[config.mk]
export PLATFORM = sky130hd
export DESIGN_NAME = ucal_usb_config_one
export DESIGN_NICKNAME = d
export VERILOG_FILES = /design/src/rtl/ucal_pkg.sv /design/src/rtl/ucal_cfg_if.sv /design/src/rtl/ucal_calc.sv /design/src/rtl/ucal_usb_config_one.sv
export SDC_FILE = /design/constraint.sdc
export NUM_CORES = 1
export LEC_CHECK = 0
export BUFFER_PORTS_ARGS = -buffer_cell sky130_fd_sc_hd__buf_2
export CAP_MARGIN = 40
export CORE_MARGIN = 4
export CORE_UTILIZATION = 41
export CTS_BUF_LIST = sky130_fd_sc_hd__clkbuf_8
export DETAILED_ROUTE_END_ITERATION = 10
export PLACE_DENSITY = 0.89
export SLEW_MARGIN = 20
export SYNTH_ARGS = -nofsm -noshare
export SYNTH_HDL_FRONTEND = slang
export SYNTH_SLANG_ARGS = --single-unit
[constraint.sdc]
create_clock -name i_ref_clk -period 1.7 [get_ports i_ref_clk]
set_clock_uncertainty 0.2 [all_clocks]
set_input_delay 0.17 -clock i_ref_clk [delete_from_list [all_inputs] [get_ports i_ref_clk]]
set_output_delay 0.17 -clock i_ref_clk [all_outputs]
set_load 0.02 [all_outputs]
[src/rtl/ucal_pkg.sv]
// Offsets, field layout, reset values and timing for the USB timeout trim register
package ucal_pkg;
  localparam logic [11:0] CFG1_OFS       = 12'h084;
  localparam int          HS_TRIM_MSB    = 15;
  localparam int          HS_TRIM_LSB    = 13;
  localparam int          FS_TRIM_MSB    = 6;
  localparam int          FS_TRIM_LSB    = 4;
  localparam int          SCALE_MSB      = 1;
  localparam int          SCALE_LSB      = 0;
  localparam logic [2:0]  TRIM_RST       = 3'h0;
  localparam logic [1:0]  SCALE_RST      = 2'h0;
  // High-speed timeout in bit times; base sits inside the 736..816 window
  localparam logic [9:0]  HS_MIN_BITS    = 10'h2E0;
  localparam logic [9:0]  HS_MAX_BITS    = 10'h330;
  localparam logic [9:0]  HS_BASE_BITS   = 10'h308;
  localparam logic [9:0]  HS_BITS_PER_CK = 10'h008;
  // Full-speed timeout in tenths of a bit time, so 0.2 stays exact
  localparam logic [7:0]  FS_MIN_TENTHS  = 8'hA0;
  localparam logic [7:0]  FS_MAX_TENTHS  = 8'hB4;
  localparam logic [7:0]  FS_BASE_TENTHS = 8'hAA;
  localparam logic [7:0]  FS_TENTHS_PER_CK = 8'h02;
  // Core timing constants and their scaled-down form
  localparam int          CLK_NS         = 25;
  localparam int          CLK_MHZ        = 40;
  localparam int          SUSPEND_US     = 3000;
  localparam int          SUSPEND_CYCLES = SUSPEND_US * CLK_MHZ;
  localparam int          BUS_RESET_NS   = 2500;
  localparam int          BUS_RESET_CYCLES = (BUS_RESET_NS + CLK_NS - 1) / CLK_NS;
  localparam int          LIMIT_W        = 17;
  localparam int          SCALE_SHIFT    = 6;
  typedef enum logic [1:0] {
    SC_OFF  = 2'b00,
    SC_GEN  = 2'b01,
    SC_SUSP = 2'b10,
    SC_BOTH = 2'b11
  } ucal_scale_t;
  typedef enum logic {
    BUS_ACK  = 1'b0,
    BUS_WAIT = 1'b1
  } ucal_bus_t;
endpackage

[src/rtl/ucal_cfg_if.sv]
// Interface between the register slave and the timing calculator
`timescale 1ns/10ps
`default_nettype none
interface ucal_cfg_if;
  import ucal_pkg::*;
  logic [2:0]         hs_trim;
  logic [2:0]         fs_trim;
  logic [1:0]         scale;
  logic [9:0]         hs_timeout;
  logic [7:0]         fs_timeout;
  logic [LIMIT_W-1:0] susp_limit;
  logic [LIMIT_W-1:0] gen_limit;
  modport cfg (output hs_trim, fs_trim, scale,
               input  hs_timeout, fs_timeout, susp_limit, gen_limit);
  modport calc (input  hs_trim, fs_trim, scale,
                output hs_timeout, fs_timeout, susp_limit, gen_limit);
endinterface
`default_nettype wire

[src/rtl/ucal_calc.sv]
// Timeout and scale-down timing calculator
`timescale 1ns/10ps
`default_nettype none
module ucal_calc
  import ucal_pkg::*;
#(
  parameter int P_SUSPEND_CYCLES = SUSPEND_CYCLES
) (
  ucal_cfg_if.calc cfg_if
);
  logic [LIMIT_W-1:0] susp_full;
  logic [LIMIT_W-1:0] gen_full;
  logic               susp_sc;
  logic               gen_sc;

  assign susp_full = LIMIT_W'(P_SUSPEND_CYCLES);
  assign gen_full  = LIMIT_W'(BUS_RESET_CYCLES);

  // Only the 60 MHz factors exist; other PHY rates are not supported
  assign cfg_if.hs_timeout = HS_BASE_BITS + (10'(cfg_if.hs_trim) * HS_BITS_PER_CK);
  assign cfg_if.fs_timeout = FS_BASE_TENTHS
                             + (8'(cfg_if.fs_trim) * FS_TENTHS_PER_CK);

  always_comb begin
    susp_sc = 1'b0;
    gen_sc  = 1'b0;
    case (ucal_scale_t'(cfg_if.scale))
      SC_OFF:  susp_sc = 1'b0;
      SC_GEN:  gen_sc = 1'b1;
      SC_SUSP: susp_sc = 1'b1;
      SC_BOTH: begin
        susp_sc = 1'b1;
        gen_sc  = 1'b1;
      end
      default: susp_sc = 1'b0;
    endcase
  end

  assign cfg_if.susp_limit = susp_sc ? (susp_full >> SCALE_SHIFT) : susp_full;
  assign cfg_if.gen_limit  = gen_sc ? (gen_full >> SCALE_SHIFT) : gen_full;
endmodule
`default_nettype wire

[src/rtl/ucal_usb_config_one.sv]
// Avalon-MM register slave for USB inter-packet timeout trim and scale-down
`timescale 1ns/10ps
`default_nettype none
// Notes on behaviour
// - HS trim counts PHY clocks, scaled by bit factor, added to HS timeout.
// - Untrimmed HS timeout lies within 736 to 816 bit times.
// - At 60 MHz each HS trim unit adds eight bit times.
// - FS trim counts PHY clocks, scaled by bit factor, added to FS timeout.
// - Untrimmed FS timeout lies within 16 to 18 bit times.
// - At 60 MHz each FS trim unit adds two tenths of a bit.
// - Only the 60 MHz PHY clock factors are implemented.
// - Scale code: 0 real, 1 all but suspend, 2 suspend only, 3 both.
// - Scaled modes swap in shortened timing constants; otherwise full values.
// - Trim power-on default comes from image if present, else zero.
// - Bus reset or lite reset restores trims from last loaded image, or zero if no image is present.
module ucal_usb_config_one
  import ucal_pkg::*;
#(
  parameter int P_SUSPEND_CYCLES = SUSPEND_CYCLES
) (
  input  wire logic               i_ref_clk,
  input  wire logic               i_arst_n,
  input  wire logic [11:0]        i_avm_address,
  input  wire logic               i_avm_read,
  input  wire logic               i_avm_write,
  input  wire logic [31:0]        i_avm_writedata,
  input  wire logic [3:0]         i_avm_byteenable,
  output logic [31:0]             o_avm_readdata,
  output logic                    o_avm_waitrequest,
  input  wire logic               i_image_present,
  input  wire logic               i_image_load,
  input  wire logic [2:0]         i_image_high_speed_trim,
  input  wire logic [2:0]         i_image_full_speed_trim,
  input  wire logic               i_usb_bus_reset,
  input  wire logic               i_lite_reset,
  output logic [9:0]              o_hs_timeout_bits,
  output logic [7:0]              o_fs_timeout_tenths,
  output logic [LIMIT_W-1:0]      o_suspend_limit,
  output logic [LIMIT_W-1:0]      o_general_limit
);
  localparam logic [LIMIT_W-1:0] SUSP_FULL = LIMIT_W'(P_SUSPEND_CYCLES);
  localparam logic [LIMIT_W-1:0] GEN_FULL  = LIMIT_W'(BUS_RESET_CYCLES);

  ucal_bus_t   bus_state_reg;
  ucal_bus_t   bus_state_next;
  logic        boot_reg;
  logic [2:0]  img_hs_reg;
  logic [2:0]  img_hs_next;
  logic [2:0]  img_fs_reg;
  logic [2:0]  img_fs_next;
  logic [2:0]  hs_trim_reg;
  logic [2:0]  hs_trim_next;
  logic [2:0]  fs_trim_reg;
  logic [2:0]  fs_trim_next;
  logic [1:0]  scale_reg;
  logic [1:0]  scale_next;
  logic        sel_cfg;
  logic        wr_hit;
  logic        restore;
  logic [31:0] reg_word;

  ucal_cfg_if cfg_if ();

  ucal_calc #(
    .P_SUSPEND_CYCLES (P_SUSPEND_CYCLES)
  ) u_calc (
    .cfg_if (cfg_if.calc)
  );

  assign cfg_if.hs_trim = hs_trim_reg;
  assign cfg_if.fs_trim = fs_trim_reg;
  assign cfg_if.scale   = scale_reg;

  // Power-on image capture happens one edge after reset release
  always_ff @(posedge i_ref_clk or negedge i_arst_n) begin
    if (!i_arst_n) begin
      boot_reg <= 1'b1;
    end else begin
      boot_reg <= 1'b0;
    end
  end

  always_comb begin
    img_hs_next = img_hs_reg;
    img_fs_next = img_fs_reg;
    if (boot_reg || i_image_load) begin
      if (i_image_present) begin
        img_hs_next = i_image_high_speed_trim;
        img_fs_next = i_image_full_speed_trim;
      end else begin
        img_hs_next = TRIM_RST;
        img_fs_next = TRIM_RST;
      end
    end
  end

  always_ff @(posedge i_ref_clk or negedge i_arst_n) begin
    if (!i_arst_n) begin
      img_hs_reg <= TRIM_RST;
      img_fs_reg <= TRIM_RST;
    end else begin
      img_hs_reg <= img_hs_next;
      img_fs_reg <= img_fs_next;
    end
  end

  assign restore = boot_reg || i_usb_bus_reset || i_lite_reset;
  assign sel_cfg = (i_avm_address == CFG1_OFS);
  assign wr_hit  = (bus_state_reg == BUS_ACK) && i_avm_write && sel_cfg;

  // Restore beats a software write landing in the same cycle
  always_comb begin
    hs_trim_next = hs_trim_reg;
    fs_trim_next = fs_trim_reg;
    if (restore) begin
      hs_trim_next = img_hs_next;
      fs_trim_next = img_fs_next;
      // A vanished image source means no image at all, whatever was stored
      if (!i_image_present) begin
        hs_trim_next = TRIM_RST;
        fs_trim_next = TRIM_RST;
      end
    end else if (wr_hit) begin
      if (i_avm_byteenable[1]) begin
        hs_trim_next = i_avm_writedata[HS_TRIM_MSB:HS_TRIM_LSB];
      end
      if (i_avm_byteenable[0]) begin
        fs_trim_next = i_avm_writedata[FS_TRIM_MSB:FS_TRIM_LSB];
      end
    end
  end

  // Scale is a debug knob; link resets leave it alone
  always_comb begin
    scale_next = scale_reg;
    if (wr_hit && i_avm_byteenable[0]) begin
      scale_next = i_avm_writedata[SCALE_MSB:SCALE_LSB];
    end
  end

  always_ff @(posedge i_ref_clk or negedge i_arst_n) begin
    if (!i_arst_n) begin
      hs_trim_reg <= TRIM_RST;
      fs_trim_reg <= TRIM_RST;
      scale_reg   <= SCALE_RST;
    end else begin
      hs_trim_reg <= hs_trim_next;
      fs_trim_reg <= fs_trim_next;
      scale_reg   <= scale_next;
    end
  end

  always_comb begin
    reg_word = 32'h0000_0000;
    reg_word[HS_TRIM_MSB:HS_TRIM_LSB] = hs_trim_reg;
    reg_word[FS_TRIM_MSB:FS_TRIM_LSB] = fs_trim_reg;
    reg_word[SCALE_MSB:SCALE_LSB] = scale_reg;
  end

  // Every access waits exactly one cycle; waitrequest idles high
  always_comb begin
    bus_state_next = BUS_WAIT;
    case (bus_state_reg)
      BUS_WAIT: begin
        if (i_avm_read || i_avm_write) begin
          bus_state_next = BUS_ACK;
        end
      end
      BUS_ACK:  bus_state_next = BUS_WAIT;
      default:  bus_state_next = BUS_WAIT;
    endcase
  end

  always_ff @(posedge i_ref_clk or negedge i_arst_n) begin
    if (!i_arst_n) begin
      bus_state_reg <= BUS_WAIT;
    end else begin
      bus_state_reg <= bus_state_next;
    end
  end

  assign o_avm_waitrequest = bus_state_reg;

  // Unmapped reads return zero
  always_ff @(posedge i_ref_clk or negedge i_arst_n) begin
    if (!i_arst_n) begin
      o_avm_readdata <= 32'h0000_0000;
    end else if ((bus_state_reg == BUS_WAIT) && i_avm_read) begin
      o_avm_readdata <= sel_cfg ? reg_word : 32'h0000_0000;
    end
  end

  // Registered so the core sees glitch-free constants
  always_ff @(posedge i_ref_clk or negedge i_arst_n) begin
    if (!i_arst_n) begin
      o_hs_timeout_bits   <= HS_BASE_BITS;
      o_fs_timeout_tenths <= FS_BASE_TENTHS;
      o_suspend_limit     <= SUSP_FULL;
      o_general_limit     <= GEN_FULL;
    end else begin
      o_hs_timeout_bits   <= cfg_if.hs_timeout;
      o_fs_timeout_tenths <= cfg_if.fs_timeout;
      o_suspend_limit     <= cfg_if.susp_limit;
      o_general_limit     <= cfg_if.gen_limit;
    end
  end
endmodule
`default_nettype wire

==> impl_summary.md <==
Run status
The checks that failed: hold timing. The run finished, with violations left.

Setup path
The slowest stage of the critical path is the sky130_fd_sc_hd__dfstp_2 cell. The number of buffers and inverters on the critical path is 0. The type of element capturing the critical path is a flip-flop. Walking the worst path, the cells encountered are or2_2, a31oi_1, o21ai_0, mux2_2.

The number of cells on the worst reg-to-reg path is 4. The count of cell instances traversed by the critical path is 4. Of all nets on the critical path, the largest fanout is 7. The kind of cell adding the most delay to the critical path is flip-flops.

The startpoint class of the critical path is a flip-flop. The worst path arrival time is 1.64 ns. The peak per-stage delay on the critical path is 0.40 ns. By startpoint and endpoint, the worst setup path is classified as flip-flop to flip-flop.

The required time of the critical path is 1.67 ns.

GRT
The first global-routing pass estimated 6130 um of wire. The total congestion overflow after global routing is 0. The pin count of the biggest net entering global routing is 37.

The number of antenna violations at the first check in global routing is 0. The via count of the first global-routing pass is 1,250. Global routing used 13.1% of the available tracks across all layers.

Routing
The routed design uses 1820 um of met2 wire. The met1 wire length is 1480 um. Before antenna repair, the detailed router went through 3 iterations. The final layout contains routed wiring with a total length of 3790 um.

The DRC violation count after routing is 0. After the first detailed-routing iteration, the DRC count stood at 17. The routed layout has 1,299 vias. The post-detailed-route wirelength per cell is 12.5 um.

The count of nets left with antenna violations once routing finished came out at 0. After detailed routing, the met3 layer carries 454 um of wire. The highest metal layer with signal wires is met4. The average vias per placed instance is 4.29.

Floorplan
The core outline area is 0.00447 sq mm. The die covers 0.00592 sq mm. The die is 76.9 um wide. The starting density of the core is 43.5%. In this run the core area contains 24 standard-cell rows.

In this run the vertical extent of the chip is 76.9 um. The top-level port count is 147.

Layout
The largest registers in the layout are o_avm_readdata: 8 flops, o_fs_timeout_tenths: 4 flops, o_hs_timeout_bits: 4 flops. In the final layout, the share of cells above drive strength 1 is 39.8%. The register with the most flip-flops in the layout has 8 of them.

o_avm_readdata holds more flip-flops than any other register. The number of inserted diodes is 0. The post-layout net count is 314. The final-layout fill cell count is 401. The synthesis-to-layout area growth is 18.9%. The library cell used most frequently in the layout, excluding fill and tap cells, is sky130_fd_sc_hd__buf_2. Leaving out fill and tap cells, the most frequent cells in the layout are sky130_fd_sc_hd__buf_2 (66), sky130_fd_sc_hd__conb_1 (55), sky130_fd_sc_hd__dfrtp_1 (29).

STA
The max-slew violation total from the final report is 0. Dividing the final minimum period by the clock period gives 98.2%. Setup slack on the critical path of the routed design comes to 0.0302 ns.

Setup repair after global routing could not meet its margin everywhere. The worst path needs 1.67 ns of the cycle, external delays included. Timing would allow up to 599 MHz.

Adding up every negative setup slack in the final design gives 0 ns. The final hold slack is -0.00754 ns. The final number of hold-violating endpoints was 3. Setup violations remaining at the end of the flow were counted as 0.

Yosys
The per-instance average area after synthesis is 11.1 sq um. The largest total area in the synthesized netlist belongs to sky130_fd_sc_hd__dfrtp_1. Counting flops and latches in the post-synthesis netlist gives 36. The count of mapped cells out of synthesis is 176. By area the synthesized netlist is led by sky130_fd_sc_hd__dfrtp_1 (37%), sky130_fd_sc_hd__buf_4 (25%), sky130_fd_sc_hd__dfstp_2 (9.4%).

The area share of the leading cell type in the synthesized netlist is 37.3%. The count of distinct cell types in the synthesized netlist is 32. The number of warnings issued by yosys is 0. Sequential elements use 46.7% of the synthesized area.

The cell area that synthesis handed to floorplanning was 0.00195 sq mm.

CTS
The TritonCTS clock tree is built. CTS built an H-tree with a depth of 2. The clock passes through at most 2 buffers. Clock tree synthesis found a total of 36 sinks. The later pin in the worst-skew pair is clocked with a latency of 0.28 ns. In this run the post-CTS setup repair buffer count came out at 0.

The number of clock buffers inserted by TritonCTS is 5. CTS placed an instance of sky130_fd_sc_hd__clkbuf_8 at the clock tree root. The post-CTS clock slew at the launch and capture registers of the worst setup and hold paths is 0.07 ns.

Worst hold path
The path class of the tightest hold or removal check is input pin to flip-flop. The number of cells on the worst hold path is 3.

Power and ir drop
Across the VDD grid, the largest voltage drop is 459 uV. The static power due to leakage is 1.31 nW. The post-route total power is 1.97 mW. Dividing total power by cell area gives a power density of 849 mW/mm^2.

Placement
Input and output buffers added on the ports amount to 66. OpenSTA, run right after detailed placement, puts the worst setup slack at -0.0284 ns. After legalization and detailed placement, the total HPWL measured 3110 um. The congestion estimate from routability-driven global placement came to 0.810.

Job
Across the run, the number of max-cap violations was 0.
power by group:
group	switching [mW]	total (mW)	internal, mW
logic	0.222	0.326	0.104
registers	0.0231	0.925	0.902
clock network	0.287	0.716	0.429
area by class of cell:
| cell class | instances | area (sq um) | share of cell area, % |
|---|---|---|---|
| inverters | 10 | 37.5 | 1.62 |
| flip-flops and latches | 36 | 910 | 39.3 |
| well taps | 52 | 65.1 | 2.81 |
| multi-input cells | 117 | 727 | 31.4 |
| clock inverters | 3 | 38.8 | 1.67 |
| clock buffers | 5 | 68.8 | 2.97 |
| repair buffers | 80 | 470 | 20.3 |
cells in the mapped netlist:
library cell / number
sky130_fd_sc_hd__a31oi_1: 3
sky130_fd_sc_hd__nor3_1: 1
sky130_fd_sc_hd__nand2_1: 11
sky130_fd_sc_hd__o21ai_2: 1
sky130_fd_sc_hd__dfrtp_1: 29
sky130_fd_sc_hd__xor2_1: 1
sky130_fd_sc_hd__buf_4: 64
sky130_fd_sc_hd__a22o_1: 8
sky130_fd_sc_hd__o21ai_0: 4
sky130_fd_sc_hd__nor4b_4: 2
sky130_fd_sc_hd__o21a_1: 3
sky130_fd_sc_hd__nor2_1: 1
sky130_fd_sc_hd__nand4_2: 1
sky130_fd_sc_hd__and3b_1: 1
sky130_fd_sc_hd__o22ai_1: 3
sky130_fd_sc_hd__or2_2: 1
sky130_fd_sc_hd__nand3b_1: 1
sky130_fd_sc_hd__conb_1: 2
sky130_fd_sc_hd__dfstp_2: 7
sky130_fd_sc_hd__nor4_4: 1
sky130_fd_sc_hd__xnor2_1: 1
sky130_fd_sc_hd__ha_1: 2
sky130_fd_sc_hd__a21o_1: 1
sky130_fd_sc_hd__nand3_2: 1
sky130_fd_sc_hd__clkbuf_1: 2
sky130_fd_sc_hd__nor3b_1: 3
sky130_fd_sc_hd__inv_1: 10
sky130_fd_sc_hd__or3_4: 1
sky130_fd_sc_hd__and3_1: 1
sky130_fd_sc_hd__nor2_2: 1
sky130_fd_sc_hd__mux2i_1: 3
sky130_fd_sc_hd__mux2_2: 5
worst reg2reg max path: stages (launching register included):
cell and delay (ns):
sky130_fd_sc_hd__dfstp_2 0.40, sky130_fd_sc_hd__or2_2 0.33, sky130_fd_sc_hd__a31oi_1 0.24, sky130_fd_sc_hd__o21ai_0 0.12
sky130_fd_sc_hd__mux2_2 0.26
stage by stage:
stage	utilization, %	std cells	cell area, sq um
floorplan	-	229	2150
global placement	47.0	286	2100
detailed placement	47.0	286	2100
CTS	51.5	303	2300
global route	51.8	303	2320
finish	51.8	303	2320
cells by family after synthesis:
logic type | Yosys count | share of synthesized area (%)
AO/OA/AOI/OAI | 23 | 8.54
XOR/XNOR | 2 | 0.899
adder cells (fa/ha/maj) | 2 | 1.28
buffers and inverters | 76 | 27.0
flip-flops | 36 | 46.7
multiplexers | 8 | 4.43
other | 2 | 0.386
AND/OR/NAND/NOR | 27 | 10.8
metal layers:
layer,vias up,track usage [%]
li1,619,-
met2,82,22.4
met5,-,0
met4,0,3.26
met3,5,5.39
met1,593,15.2
final timing paths:
check | from | endpoint | slack [ns]
setup / recovery | boot_reg | cfg_if.hs_trim[2] | 0.03
hold reg to reg | cfg_if.scale[0] | o_general_limit[0] | 0.22
min in group asynchronous | i_arst_n | img_fs_reg[1] | 0.17
setup reg to reg | boot_reg | cfg_if.hs_trim[2] | 0.03
max in group asynchronous | i_arst_n | o_hs_timeout_bits[3] | 0.87
hold / removal | i_avm_writedata[4] | cfg_if.fs_trim[0] | -0.008
timing repair:
action,in CTS,in global routing
hold buffers,9,0
endpoints found under the hold margin,45,0
resized for setup,0,2
setup endpoints to repair,0,6
No activity file was read; power rests on OpenSTA's default activity.
